[src/rtl/gpio_port_regs.vh]
// register offsets, reset values and widths of one general-purpose i/o port
// assumes byte addresses on a 32-bit classic wishbone bus, one word per register
`ifndef GPIO_PORT_REGS_VH
`define GPIO_PORT_REGS_VH

// register byte offsets
`define CFG_SEL0_OFS        8'h00
`define CFG_SEL0_SET_OFS    8'h04
`define CFG_SEL0_CLR_OFS    8'h08
`define OUT_EN_OFS          8'h0c
`define OUT_EN_SET_OFS      8'h10
`define OUT_EN_CLR_OFS      8'h14
`define OUT_VAL_OFS         8'h18
`define OUT_VAL_SET_OFS     8'h1c
`define OUT_VAL_CLR_OFS     8'h20
`define PIN_IN_OFS          8'h24
`define IRQ_KIND_OFS        8'h28
`define IRQ_POL_OFS         8'h2c
`define IN_BUF_EN_OFS       8'h30
`define IRQ_EN_OFS          8'h34
`define IRQ_EN_SET_OFS      8'h38
`define IRQ_EN_CLR_OFS      8'h3c
`define IRQ_FLAGS_OFS       8'h40
`define IRQ_FLAGS_CLR_OFS   8'h48
`define WAKE_EN_OFS         8'h4c
`define WAKE_EN_SET_OFS     8'h50
`define WAKE_EN_CLR_OFS     8'h54
`define BOTH_EDGES_OFS      8'h5c
`define PAD_CTRL0_OFS       8'h60
`define PAD_CTRL1_OFS       8'h64
`define CFG_SEL1_OFS        8'h68
`define CFG_SEL1_SET_OFS    8'h6c
`define CFG_SEL1_CLR_OFS    8'h70
`define CFG_SEL2_OFS        8'h74
`define CFG_SEL2_SET_OFS    8'h78
`define CFG_SEL2_CLR_OFS    8'h7c
`define CFG_SEL3_OFS        8'h80
`define CFG_SEL3_SET_OFS    8'h84
`define CFG_SEL3_CLR_OFS    8'h88
`define HYST_EN_OFS         8'ha8
`define SLEW_SEL_OFS        8'hac
`define DRIVE0_OFS          8'hb0
`define DRIVE1_OFS          8'hb4
`define PULL_EN_OFS         8'hb8
`define STATUS_MASK_OFS     8'hc0
`define STATUS_OFS          8'hc4

// reset values
`define WORD_RST            32'h0000_0000
`define STATUS_RST          2'h0

// bus address width and status bit positions
`define ADDR_W              8
`define ST_FLAG_BIT         0
`define ST_BADADR_BIT       1

`endif

[src/rtl/gpio_sync_edge.v]
// synchroniser and edge detector for the port pins
// assumes pins asynchronous to clk; two flip-flops before any logic
`timescale 1ns/10ps
module gpio_sync_edge #(
	parameter WIDTH = 32
) (
	input  wire             clk,
	input  wire             rst,
	input  wire [WIDTH-1:0] pin_async,
	output wire [WIDTH-1:0] level,
	output wire [WIDTH-1:0] rise,
	output wire [WIDTH-1:0] fall
);
	reg [WIDTH-1:0] meta_reg;   // first stage, read only by second
	reg [WIDTH-1:0] sync_reg;   // second stage, safe level
	reg [WIDTH-1:0] prev_reg;   // previous safe level

	// two-stage synchroniser and history
	always @(posedge clk or posedge rst) begin
		if (rst) begin
			meta_reg <= {WIDTH{1'b0}};
			sync_reg <= {WIDTH{1'b0}};
			prev_reg <= {WIDTH{1'b0}};
		end else begin
			meta_reg <= pin_async;
			sync_reg <= meta_reg;
			prev_reg <= sync_reg;
		end
	end

	assign level = sync_reg;
	assign rise  = sync_reg & ~prev_reg;
	assign fall  = ~sync_reg & prev_reg;
endmodule

[src/rtl/gpio_irq_detect.v]
// per-pin interrupt trigger decode and sticky flags
// assumes synchronised level and edges from the same clock
`timescale 1ns/10ps
module gpio_irq_detect #(
	parameter WIDTH = 32
) (
	input  wire             clk,
	input  wire             rst,
	input  wire [WIDTH-1:0] level,
	input  wire [WIDTH-1:0] rise,
	input  wire [WIDTH-1:0] fall,
	input  wire [WIDTH-1:0] in_en,
	input  wire [WIDTH-1:0] trig_kind,
	input  wire [WIDTH-1:0] pol,
	input  wire [WIDTH-1:0] both_edges,
	input  wire [WIDTH-1:0] irq_en,
	input  wire [WIDTH-1:0] clr_mask,
	output reg  [WIDTH-1:0] flags,
	output wire             new_event
);
	reg  [WIDTH-1:0] hit;   // per-pin trigger this cycle
	genvar k;

	// each pin decodes only its own bit
	generate
		for (k = 0; k < WIDTH; k = k + 1) begin : g_pin
			always @* begin
				if (both_edges[k])                 // any edge
					hit[k] = rise[k] | fall[k];
				else if (trig_kind[k])             // edge mode, 0 rising
					hit[k] = pol[k] ? fall[k] : rise[k];
				else                               // level mode, 1 high
					hit[k] = pol[k] ? level[k] : ~level[k];
			end
		end
	endgenerate

	wire [WIDTH-1:0] set_mask = hit & in_en & irq_en;

	// sticky flags; a new trigger wins over a clear in the same cycle
	always @(posedge clk or posedge rst) begin
		if (rst)
			flags <= {WIDTH{1'b0}};
		else
			flags <= (flags & ~clr_mask) | set_mask;
	end

	assign new_event = |(set_mask & ~flags);
endmodule

[src/rtl/gpio_port_bank.v]
// register bank of one general-purpose i/o port on classic wishbone
// assumes 32-bit byte-addressed wishbone, 10 mhz clk, async active-high rst
//
// Contract
// - each instance owns private register set
// - all fields reset on any reset
// - flags and flag clear split, gap word
// - config select zero word read write
// - select zero by write, set, clear
// - bit k drives pin k only
// - set alias ones force bits high
// - select writes leave pin state alone
// - clear alias ones force bits low
// - mode zero level, one edge, polarity
// - dual edge flags both edges
// - writing one clears pending flag
//
// Register access over Wishbone was chosen for this implementation.
`timescale 1ns/10ps
`include "gpio_port_regs.vh"
module gpio_port_bank #(
	parameter WIDTH = 32
) (
	input  wire                  clk,
	input  wire                  rst,
	input  wire [`ADDR_W-1:0]    wb_adr_i,
	input  wire [31:0]           wb_dat_i,
	input  wire [3:0]            wb_sel_i,
	input  wire                  wb_we_i,
	input  wire                  wb_cyc_i,
	input  wire                  wb_stb_i,
	output reg  [31:0]           wb_dat_o,
	output reg                   wb_ack_o,
	input  wire [WIDTH-1:0]      pin_in,
	output reg  [WIDTH-1:0]      pin_out,
	output reg  [WIDTH-1:0]      pin_oe,
	output reg  [WIDTH-1:0]      alternate_function_sel0,
	output reg  [WIDTH-1:0]      alternate_function_sel1,
	output reg  [WIDTH-1:0]      alternate_function_sel2,
	output reg  [WIDTH-1:0]      alternate_function_sel3,
	output reg  [WIDTH-1:0]      wake_en_out,
	output reg  [WIDTH-1:0]      irq_port,
	output reg                   irq
);
	// all storage is local to this module, so instances never interact
	reg [31:0] config_select_zero_reg;
	reg [31:0] config_select_one_reg;
	reg [31:0] config_select_two_reg;
	reg [31:0] config_select_three_reg;
	reg [31:0] output_driver_enable_reg;
	reg [31:0] output_value_reg;
	reg [31:0] irq_trigger_kind_reg;
	reg [31:0] irq_polarity_reg;
	reg [31:0] input_buffer_enable_reg;
	reg [31:0] irq_enable_reg;
	reg [31:0] wake_enable_reg;
	reg [31:0] irq_both_edges_reg;
	reg [31:0] pad_control_zero_reg;
	reg [31:0] pad_control_one_reg;
	reg [31:0] hyst_en_reg;
	reg [31:0] slew_sel_reg;
	reg [31:0] drive0_reg;
	reg [31:0] drive1_reg;
	reg [31:0] pull_en_reg;
	reg [1:0]  status_reg;       // sticky block events
	reg [1:0]  status_mask_reg;  // event mask, same layout

	// bus qualifiers
	wire        req     = wb_cyc_i & wb_stb_i & ~wb_ack_o;
	wire        wr      = req & wb_we_i;
	wire        rd      = req & ~wb_we_i;
	wire [31:0] bmask   = {{8{wb_sel_i[3]}}, {8{wb_sel_i[2]}},
	                       {8{wb_sel_i[1]}}, {8{wb_sel_i[0]}}};
	wire [31:0] wdat    = wb_dat_i & bmask; // lane-gated ones for alias access

	// byte-lane merge for direct writes
	function [31:0] merge;
		input [31:0] old;
		input [31:0] nw;
		input [31:0] m;
		begin
			merge = (old & ~m) | (nw & m);
		end
	endfunction

	// write-decode for a given offset
	function hit;
		input [`ADDR_W-1:0] a;
		input [`ADDR_W-1:0] ofs;
		begin
			hit = (a[`ADDR_W-1:2] == ofs[`ADDR_W-1:2]);
		end
	endfunction

	// register with direct write, set alias and clear alias
	function [31:0] rw_sc;
		input [31:0] old;
		input        w_dir;
		input        w_set;
		input        w_clr;
		begin
			rw_sc = old;
			if (w_dir)
				rw_sc = merge(old, wb_dat_i, bmask);
			else if (w_set)
				rw_sc = old | wdat;
			else if (w_clr)
				rw_sc = old & ~wdat;
		end
	endfunction

	// pin side: synchronise and find edges
	wire [WIDTH-1:0] lvl;
	wire [WIDTH-1:0] rise;
	wire [WIDTH-1:0] fall;
	gpio_sync_edge #(.WIDTH(WIDTH)) u_sync (
		.clk       (clk),
		.rst       (rst),
		.pin_async (pin_in),
		.level     (lvl),
		.rise      (rise),
		.fall      (fall)
	);

	// flag clear comes only from the separate clear word
	wire [WIDTH-1:0] flag_clr = (wr && hit(wb_adr_i, `IRQ_FLAGS_CLR_OFS)) ?
	                            wdat[WIDTH-1:0] : {WIDTH{1'b0}};
	wire [WIDTH-1:0] flags;
	wire             pin_event;
	gpio_irq_detect #(.WIDTH(WIDTH)) u_irq (
		.clk        (clk),
		.rst        (rst),
		.level      (lvl),
		.rise       (rise),
		.fall       (fall),
		.in_en      (input_buffer_enable_reg[WIDTH-1:0]),
		.trig_kind  (irq_trigger_kind_reg[WIDTH-1:0]),
		.pol        (irq_polarity_reg[WIDTH-1:0]),
		.both_edges (irq_both_edges_reg[WIDTH-1:0]),
		.irq_en     (irq_enable_reg[WIDTH-1:0]),
		.clr_mask   (flag_clr),
		.flags      (flags),
		.new_event  (pin_event)
	);

	// mapped-offset check for the unmapped-address event
	reg mapped;
	always @* begin
		case (wb_adr_i[`ADDR_W-1:2])
			`CFG_SEL0_OFS >> 2, `CFG_SEL0_SET_OFS >> 2, `CFG_SEL0_CLR_OFS >> 2,
			`OUT_EN_OFS >> 2, `OUT_EN_SET_OFS >> 2, `OUT_EN_CLR_OFS >> 2,
			`OUT_VAL_OFS >> 2, `OUT_VAL_SET_OFS >> 2, `OUT_VAL_CLR_OFS >> 2,
			`PIN_IN_OFS >> 2, `IRQ_KIND_OFS >> 2, `IRQ_POL_OFS >> 2,
			`IN_BUF_EN_OFS >> 2, `IRQ_EN_OFS >> 2, `IRQ_EN_SET_OFS >> 2,
			`IRQ_EN_CLR_OFS >> 2, `IRQ_FLAGS_OFS >> 2, `IRQ_FLAGS_CLR_OFS >> 2,
			`WAKE_EN_OFS >> 2, `WAKE_EN_SET_OFS >> 2, `WAKE_EN_CLR_OFS >> 2,
			`BOTH_EDGES_OFS >> 2, `PAD_CTRL0_OFS >> 2, `PAD_CTRL1_OFS >> 2,
			`CFG_SEL1_OFS >> 2, `CFG_SEL1_SET_OFS >> 2, `CFG_SEL1_CLR_OFS >> 2,
			`CFG_SEL2_OFS >> 2, `CFG_SEL2_SET_OFS >> 2, `CFG_SEL2_CLR_OFS >> 2,
			`CFG_SEL3_OFS >> 2, `CFG_SEL3_SET_OFS >> 2, `CFG_SEL3_CLR_OFS >> 2,
			`HYST_EN_OFS >> 2, `SLEW_SEL_OFS >> 2, `DRIVE0_OFS >> 2,
			`DRIVE1_OFS >> 2, `PULL_EN_OFS >> 2, `STATUS_MASK_OFS >> 2,
			`STATUS_OFS >> 2:
				mapped = 1'b1;
			default:
				mapped = 1'b0;   // gap words such as 0x44
		endcase
	end

	// read mux; aliases read back zero, unassigned words read zero
	reg [31:0] rdata;
	always @* begin
		rdata = 32'h0000_0000;  // default for aliases and gaps
		case (wb_adr_i[`ADDR_W-1:2])
			`CFG_SEL0_OFS >> 2:    rdata = config_select_zero_reg;
			`OUT_EN_OFS >> 2:      rdata = output_driver_enable_reg;
			`OUT_VAL_OFS >> 2:     rdata = output_value_reg;
			`PIN_IN_OFS >> 2:      rdata[WIDTH-1:0] = lvl;
			`IRQ_KIND_OFS >> 2:    rdata = irq_trigger_kind_reg;
			`IRQ_POL_OFS >> 2:     rdata = irq_polarity_reg;
			`IN_BUF_EN_OFS >> 2:   rdata = input_buffer_enable_reg;
			`IRQ_EN_OFS >> 2:      rdata = irq_enable_reg;
			`IRQ_FLAGS_OFS >> 2:   rdata[WIDTH-1:0] = flags;
			`WAKE_EN_OFS >> 2:     rdata = wake_enable_reg;
			`BOTH_EDGES_OFS >> 2:  rdata = irq_both_edges_reg;
			`PAD_CTRL0_OFS >> 2:   rdata = pad_control_zero_reg;
			`PAD_CTRL1_OFS >> 2:   rdata = pad_control_one_reg;
			`CFG_SEL1_OFS >> 2:    rdata = config_select_one_reg;
			`CFG_SEL2_OFS >> 2:    rdata = config_select_two_reg;
			`CFG_SEL3_OFS >> 2:    rdata = config_select_three_reg;
			`HYST_EN_OFS >> 2:     rdata = hyst_en_reg;
			`SLEW_SEL_OFS >> 2:    rdata = slew_sel_reg;
			`DRIVE0_OFS >> 2:      rdata = drive0_reg;
			`DRIVE1_OFS >> 2:      rdata = drive1_reg;
			`PULL_EN_OFS >> 2:     rdata = pull_en_reg;
			`STATUS_MASK_OFS >> 2: rdata[1:0] = status_mask_reg;
			`STATUS_OFS >> 2:      rdata[1:0] = status_reg;
			default:               rdata = 32'h0000_0000;
		endcase
	end

	// write strobes per offset; every write lands at the edge that raises ack,
	// so a request once taken cannot be withdrawn by the master
	wire wa  = wr;
	// status events: bit one for a touch of an unmapped word, bit zero for a new pin flag
	wire [1:0] ev_set = {req & ~mapped, pin_event};

	// single-cycle wishbone answer, one wait-free ack per request
	// ack never stands two cycles: the request term excludes a pending ack
	always @(posedge clk or posedge rst) begin
		if (rst) begin
			wb_ack_o <= 1'b0;
			wb_dat_o <= `WORD_RST;
		end else begin
			wb_ack_o <= req;
			wb_dat_o <= rd ? rdata : `WORD_RST;
		end
	end

	// configuration registers; every field returns to zero on reset
	always @(posedge clk or posedge rst) begin
		if (rst) begin
			config_select_zero_reg   <= `WORD_RST;
			config_select_one_reg    <= `WORD_RST;
			config_select_two_reg    <= `WORD_RST;
			config_select_three_reg  <= `WORD_RST;
			output_driver_enable_reg <= `WORD_RST;
			output_value_reg         <= `WORD_RST;
			irq_trigger_kind_reg     <= `WORD_RST;
			irq_polarity_reg         <= `WORD_RST;
			input_buffer_enable_reg  <= `WORD_RST;
			irq_enable_reg           <= `WORD_RST;
			wake_enable_reg          <= `WORD_RST;
			irq_both_edges_reg       <= `WORD_RST;
			pad_control_zero_reg     <= `WORD_RST;
			pad_control_one_reg      <= `WORD_RST;
			hyst_en_reg              <= `WORD_RST;
			slew_sel_reg             <= `WORD_RST;
			drive0_reg               <= `WORD_RST;
			drive1_reg               <= `WORD_RST;
			pull_en_reg              <= `WORD_RST;
			status_mask_reg          <= `STATUS_RST;
		end else begin
			// select zero: direct, set alias, clear alias
			config_select_zero_reg <= rw_sc(config_select_zero_reg,
				wa && hit(wb_adr_i, `CFG_SEL0_OFS),
				wa && hit(wb_adr_i, `CFG_SEL0_SET_OFS),
				wa && hit(wb_adr_i, `CFG_SEL0_CLR_OFS));
			config_select_one_reg <= rw_sc(config_select_one_reg,
				wa && hit(wb_adr_i, `CFG_SEL1_OFS),
				wa && hit(wb_adr_i, `CFG_SEL1_SET_OFS),
				wa && hit(wb_adr_i, `CFG_SEL1_CLR_OFS));
			config_select_two_reg <= rw_sc(config_select_two_reg,
				wa && hit(wb_adr_i, `CFG_SEL2_OFS),
				wa && hit(wb_adr_i, `CFG_SEL2_SET_OFS),
				wa && hit(wb_adr_i, `CFG_SEL2_CLR_OFS));
			config_select_three_reg <= rw_sc(config_select_three_reg,
				wa && hit(wb_adr_i, `CFG_SEL3_OFS),
				wa && hit(wb_adr_i, `CFG_SEL3_SET_OFS),
				wa && hit(wb_adr_i, `CFG_SEL3_CLR_OFS));
			output_driver_enable_reg <= rw_sc(output_driver_enable_reg,
				wa && hit(wb_adr_i, `OUT_EN_OFS),
				wa && hit(wb_adr_i, `OUT_EN_SET_OFS),
				wa && hit(wb_adr_i, `OUT_EN_CLR_OFS));
			output_value_reg <= rw_sc(output_value_reg,
				wa && hit(wb_adr_i, `OUT_VAL_OFS),
				wa && hit(wb_adr_i, `OUT_VAL_SET_OFS),
				wa && hit(wb_adr_i, `OUT_VAL_CLR_OFS));
			irq_enable_reg <= rw_sc(irq_enable_reg,
				wa && hit(wb_adr_i, `IRQ_EN_OFS),
				wa && hit(wb_adr_i, `IRQ_EN_SET_OFS),
				wa && hit(wb_adr_i, `IRQ_EN_CLR_OFS));
			wake_enable_reg <= rw_sc(wake_enable_reg,
				wa && hit(wb_adr_i, `WAKE_EN_OFS),
				wa && hit(wb_adr_i, `WAKE_EN_SET_OFS),
				wa && hit(wb_adr_i, `WAKE_EN_CLR_OFS));
			// plain read-write words
			if (wa && hit(wb_adr_i, `IRQ_KIND_OFS))
				irq_trigger_kind_reg <= merge(irq_trigger_kind_reg, wb_dat_i, bmask);
			if (wa && hit(wb_adr_i, `IRQ_POL_OFS))
				irq_polarity_reg <= merge(irq_polarity_reg, wb_dat_i, bmask);
			if (wa && hit(wb_adr_i, `IN_BUF_EN_OFS))
				input_buffer_enable_reg <= merge(input_buffer_enable_reg, wb_dat_i, bmask);
			if (wa && hit(wb_adr_i, `BOTH_EDGES_OFS))
				irq_both_edges_reg <= merge(irq_both_edges_reg, wb_dat_i, bmask);
			if (wa && hit(wb_adr_i, `PAD_CTRL0_OFS))
				pad_control_zero_reg <= merge(pad_control_zero_reg, wb_dat_i, bmask);
			if (wa && hit(wb_adr_i, `PAD_CTRL1_OFS))
				pad_control_one_reg <= merge(pad_control_one_reg, wb_dat_i, bmask);
			if (wa && hit(wb_adr_i, `HYST_EN_OFS))
				hyst_en_reg <= merge(hyst_en_reg, wb_dat_i, bmask);
			if (wa && hit(wb_adr_i, `SLEW_SEL_OFS))
				slew_sel_reg <= merge(slew_sel_reg, wb_dat_i, bmask);
			if (wa && hit(wb_adr_i, `DRIVE0_OFS))
				drive0_reg <= merge(drive0_reg, wb_dat_i, bmask);
			if (wa && hit(wb_adr_i, `DRIVE1_OFS))
				drive1_reg <= merge(drive1_reg, wb_dat_i, bmask);
			if (wa && hit(wb_adr_i, `PULL_EN_OFS))
				pull_en_reg <= merge(pull_en_reg, wb_dat_i, bmask);
			if (wa && hit(wb_adr_i, `STATUS_MASK_OFS) && wb_sel_i[0])
				status_mask_reg <= wb_dat_i[1:0];
		end
	end

	// sticky status; read clears, a new event in the same cycle wins
	// a read that meets a new event keeps that event, so none is lost
	always @(posedge clk or posedge rst) begin
		if (rst)
			status_reg <= `STATUS_RST;
		else if (rd && hit(wb_adr_i, `STATUS_OFS))
			status_reg <= ev_set;
		else
			status_reg <= status_reg | ev_set;
	end

	// pin-facing outputs, registered; bit k of each word goes to pin k only
	// every pin-facing output is one cycle behind its register word
	always @(posedge clk or posedge rst) begin
		if (rst) begin
			pin_out                 <= {WIDTH{1'b0}};
			pin_oe                  <= {WIDTH{1'b0}};
			alternate_function_sel0 <= {WIDTH{1'b0}};
			alternate_function_sel1 <= {WIDTH{1'b0}};
			alternate_function_sel2 <= {WIDTH{1'b0}};
			alternate_function_sel3 <= {WIDTH{1'b0}};
			wake_en_out             <= {WIDTH{1'b0}};
			irq_port                <= {WIDTH{1'b0}};
			irq                     <= 1'b0;
		end else begin
			// pin drive follows only the output words, never the selects
			pin_out                 <= output_value_reg[WIDTH-1:0];
			pin_oe                  <= output_driver_enable_reg[WIDTH-1:0];
			alternate_function_sel0 <= config_select_zero_reg[WIDTH-1:0];
			alternate_function_sel1 <= config_select_one_reg[WIDTH-1:0];
			alternate_function_sel2 <= config_select_two_reg[WIDTH-1:0];
			alternate_function_sel3 <= config_select_three_reg[WIDTH-1:0];
			wake_en_out             <= wake_enable_reg[WIDTH-1:0];
			irq_port                <= flags;
			irq                     <= |(status_reg & status_mask_reg);
		end
	end
endmodule

[config.mk]
export PLATFORM = sky130hd
export DESIGN_NAME = gpio_port_bank
export DESIGN_NICKNAME = d
export VERILOG_FILES = /design/src/rtl/gpio_sync_edge.v /design/src/rtl/gpio_irq_detect.v /design/src/rtl/gpio_port_bank.v
export VERILOG_INCLUDE_DIRS = /design/src /design/src/rtl
export SDC_FILE = /design/constraint.sdc
export NUM_CORES = 2
export LEC_CHECK = 0
export ABC_AREA = 0
export BUFFER_PORTS_ARGS = -buffer_cell sky130_fd_sc_hd__buf_2
export CAP_MARGIN = 5
export CORE_UTILIZATION = 44
export CTS_CLUSTER_SIZE = 16
export DETAILED_ROUTE_END_ITERATION = 8
export REMOVE_ABC_BUFFERS = 1
export SETUP_SLACK_MARGIN = 0.5
export SLEW_MARGIN = 0
export SYNTH_ARGS = -nofsm -noshare
export SYNTH_HDL_FRONTEND = slang
export SYNTH_SLANG_ARGS = --single-unit
[constraint.sdc]
create_clock -name clk -period 51.2 [get_ports clk]
set_input_delay 10.24 -clock clk [delete_from_list [all_inputs] [get_ports clk]]
set_output_delay 10.24 -clock clk [all_outputs]
set_load 0.005 [all_outputs]
==> impl_metrics.env <==
export IMPL_wirelength_um=157600
export IMPL_num_rows=114
export IMPL_synth_edf_count=0
export IMPL_cts_max_level=3
export IMPL_gp_congestion=0.9161
export IMPL_fin_area_um2=49820
export IMPL_die_y_um=314.5
export IMPL_fin_nets=3844
export IMPL_hold_path_class="reg2reg"
export IMPL_vdd_drop_max_mv=0.02576
export IMPL_place_area_um2=45990
export IMPL_synth_cell_area_um2=42960
export IMPL_route_met3_wl_um=18000
export IMPL_cts_tree="done"
export IMPL_cts_buffer_depth=3
export IMPL_finalSetupTns_ns=0
export IMPL_drv_cap=0
export IMPL_seq_area_frac_synth=0.5999
export IMPL_topRoutingLayerUsed="met5"
export IMPL_yosys_cell_types_count=73
export IMPL_cts_hold_buf=0
export IMPL_leakagePower_nw=24.35
export IMPL_critPathBufInv=6
export IMPL_crit_family="buffers and inverters"
export IMPL_worstSetupEndpointType="async pin"
export IMPL_cts_buffers=107
export IMPL_syn_area_per_cell_um2=12.67
export IMPL_grt_max_degree=154
export IMPL_fillCellCount=8530
export IMPL_final_common_cell="dfrtp_1"
export IMPL_path_cells="buf_2 -> inv_8 -> buf_4 -> buf_4 -> buf_4 -> buf_4"
export IMPL_mostFrequentLayoutCells="dfrtp_1 (1030), buf_2 (368), mux2_2 (367), o21ai_0 (273), a22o_1 (243)"
export IMPL_slowest_stage="buf_4"
export IMPL_syn_inst=3390
export IMPL_min_period_ns=13.49
export IMPL_powerDensity_nw_per_um2=35.71
export IMPL_dp_cells=4866
export IMPL_layout_drive_gt1_share=0.2955
export IMPL_drt_iter0_markers=3977
export IMPL_cts_sinks=1030
export IMPL_async_flop_share=1.000
export IMPL_relSlewSlack=0.08857
export IMPL_coreArea_um2=96710
export IMPL_synth_warnings=0
export IMPL_antenna_found_initial=19
export IMPL_final_core_util=0.5152
export IMPL_setup_violations=0
export IMPL_period_share=0.2635
export IMPL_status="finished, final reports clean"
export IMPL_routedWlPerCell_um=31.06
export IMPL_cts_resized=0
export IMPL_dominantRegCellSynth="dfrtp_1"
export IMPL_hold_viol=0
export IMPL_hpwlAfterDp_um=98240
export IMPL_clock_root_buffer="clkbuf_16"
export IMPL_die_x_um=314.5
export IMPL_dieArea_um2=98900
export IMPL_required_ns=51.91
export IMPL_drc=0
export IMPL_ys_seq_elements=1030
export IMPL_grt_overflow_total=0
export IMPL_first_global_vias=30930
export IMPL_clk_pin_slew_ns=0.06
export IMPL_clock_skew_ns=0.02338
export IMPL_grt_pass1_wl_um=223100
export IMPL_post_cts_setup_buffers=0
export IMPL_timing_fmax_mhz=74.12
export IMPL_port_buffers=368
export IMPL_crit_type="in2async"
export IMPL_start_util=0.4443
export IMPL_crit_fanout=134
export IMPL_area_growth_pct=15.96
export IMPL_crit_top_cell="buf_4"
export IMPL_wl_met1_um=63750
export IMPL_cp_arrival_ns=14.20
export IMPL_vias=32120
export IMPL_cp_slowest_stage_delay_ns=0.83
export IMPL_grtUsageTotal=0.3154
export IMPL_insertion_delay_ns=0.70
export IMPL_maxSlewViolCount=0
export IMPL_worstMarginPinSlew_ns=1.362
export IMPL_antenna_left=0
export IMPL_drt_pass1_iterations=8
export IMPL_num_io_pins=371
export IMPL_worstSetupStartpointType="primary input"
export IMPL_instances_no_fill=5075
export IMPL_wl_met2_um=68830
export IMPL_rsz0062_at_grt="false"
export IMPL_vias_per_cell=6.328
[per-layer routing]
metal	vias to the layer above	global-route usage
met4	14	0.1367
met1	16540	0.4345
li1	13270	-
met5	-	0
met3	389	0.09625
met2	1902	0.4597
[where the power goes]
group          internal (W)  switching [W]
registers          0.000840      0.0000224
logic             0.0000261      0.0000525
clock network      0.000499       0.000340
[worst paths after layout]
path / startpoint / to / cells after the start / slack [ns]
max in group clk: wb_adr_i[5] / flop / 6 / 37.94
worst min register to register: u_sync.meta_reg[2] / u_sync.level[2] / 0 / 0.34
worst min-delay path: u_sync.meta_reg[2] / u_sync.level[2] / 0 / 0.34
worst max-delay path: rst / alternate_function_sel0[11] / 6 / 37.71
worst max register to register: wb_ack_o / flop / 5 / 47.36
min in group asynchronous: rst / u_sync.meta_reg[18] / 2 / 9.72
[synth_stat cells, drive strengths merged (4+ instances only)]
| library cell | number | share of area |
|---|---|---|
| a21o | 14 | 0.0024 |
| and4b | 13 | 0.0030 |
| a222oi | 23 | 0.0054 |
| nor4 | 17 | 0.0044 |
| a22o | 243 | 0.050 |
| a22oi | 227 | 0.040 |
| dfrtp | 1030 | 0.60 |
| nor2 | 91 | 0.0096 |
| and3 | 29 | 0.0042 |
| nand4 | 34 | 0.0050 |
| o211a | 4 | 0.00093 |
| o2111ai | 4 | 0.00082 |
| a221oi | 41 | 0.0084 |
| buf | 105 | 0.014 |
| nand2b | 41 | 0.0062 |
| o31ai | 4 | 0.00070 |
| nor3 | 52 | 0.010 |
| nand2 | 245 | 0.025 |
| nor2b | 8 | 0.0012 |
| or2 | 16 | 0.0023 |
| a2111o | 10 | 0.0026 |
| ha | 64 | 0.019 |
| nand3 | 22 | 0.0026 |
| clkbuf | 132 | 0.012 |
| mux2 | 368 | 0.096 |
| a211oi | 8 | 0.0014 |
| inv | 76 | 0.0066 |
| or4b | 11 | 0.0026 |
| nand4b | 29 | 0.0059 |
| mux2i | 16 | 0.0037 |
| o211ai | 5 | 0.00087 |
| a32o | 5 | 0.0012 |
| a21oi | 29 | 0.0034 |
| a31oi | 37 | 0.0054 |
| a32oi | 13 | 0.0027 |
| nor4bb | 14 | 0.0033 |
| o21ai | 276 | 0.032 |
| and2 | 12 | 0.0017 |
[final cells by class]
type | count | area [µm²] | area share
flip-flops and latches | 1030 | 25770 | 0.5174
inverters | 76 | 292.8 | 0.005877
clock buffers | 145 | 3083 | 0.06188
diodes | 9 | 22.52 | 0.0004521
multi-input cells | 2047 | 15960 | 0.3203
well taps | 1276 | 1597 | 0.03205
repair buffers | 437 | 2372 | 0.04762
clock inverters | 55 | 720.7 | 0.01447
[through the flow]
| step | hold slack (ns) | total power, W | worst slack (ns) |
|---|---|---|---|
| after floorplan | 0.3312 | 0.0009102 | 11.97 |
| after global placement | 0.3310 | 0.0009529 | 36.86 |
| after detailed placement | 0.3347 | 0.0009546 | 36.80 |
| after CTS | 0.3377 | 0.001789 | 37.55 |
| after global routing | 0.3438 | 0.001834 | 37.05 |
| final | 0.3398 | 0.001779 | 37.71 |
[cells by family (layout without fill, tap and decap cells)]
| family | Yosys count | after routing | synth area share |
|---|---|---|---|
| compound gates | 954 | 954 | 0.1597 |
| fa+ha+maj | 64 | 64 | 0.01864 |
| buf+inv | 313 | 713 | 0.03227 |
| flops | 1030 | 1030 | 0.5999 |
| mux | 385 | 385 | 0.1007 |
| other cells | 0 | 9 | 0 |
| simple gates | 644 | 644 | 0.08882 |
(Power assumes the default switching activity.)
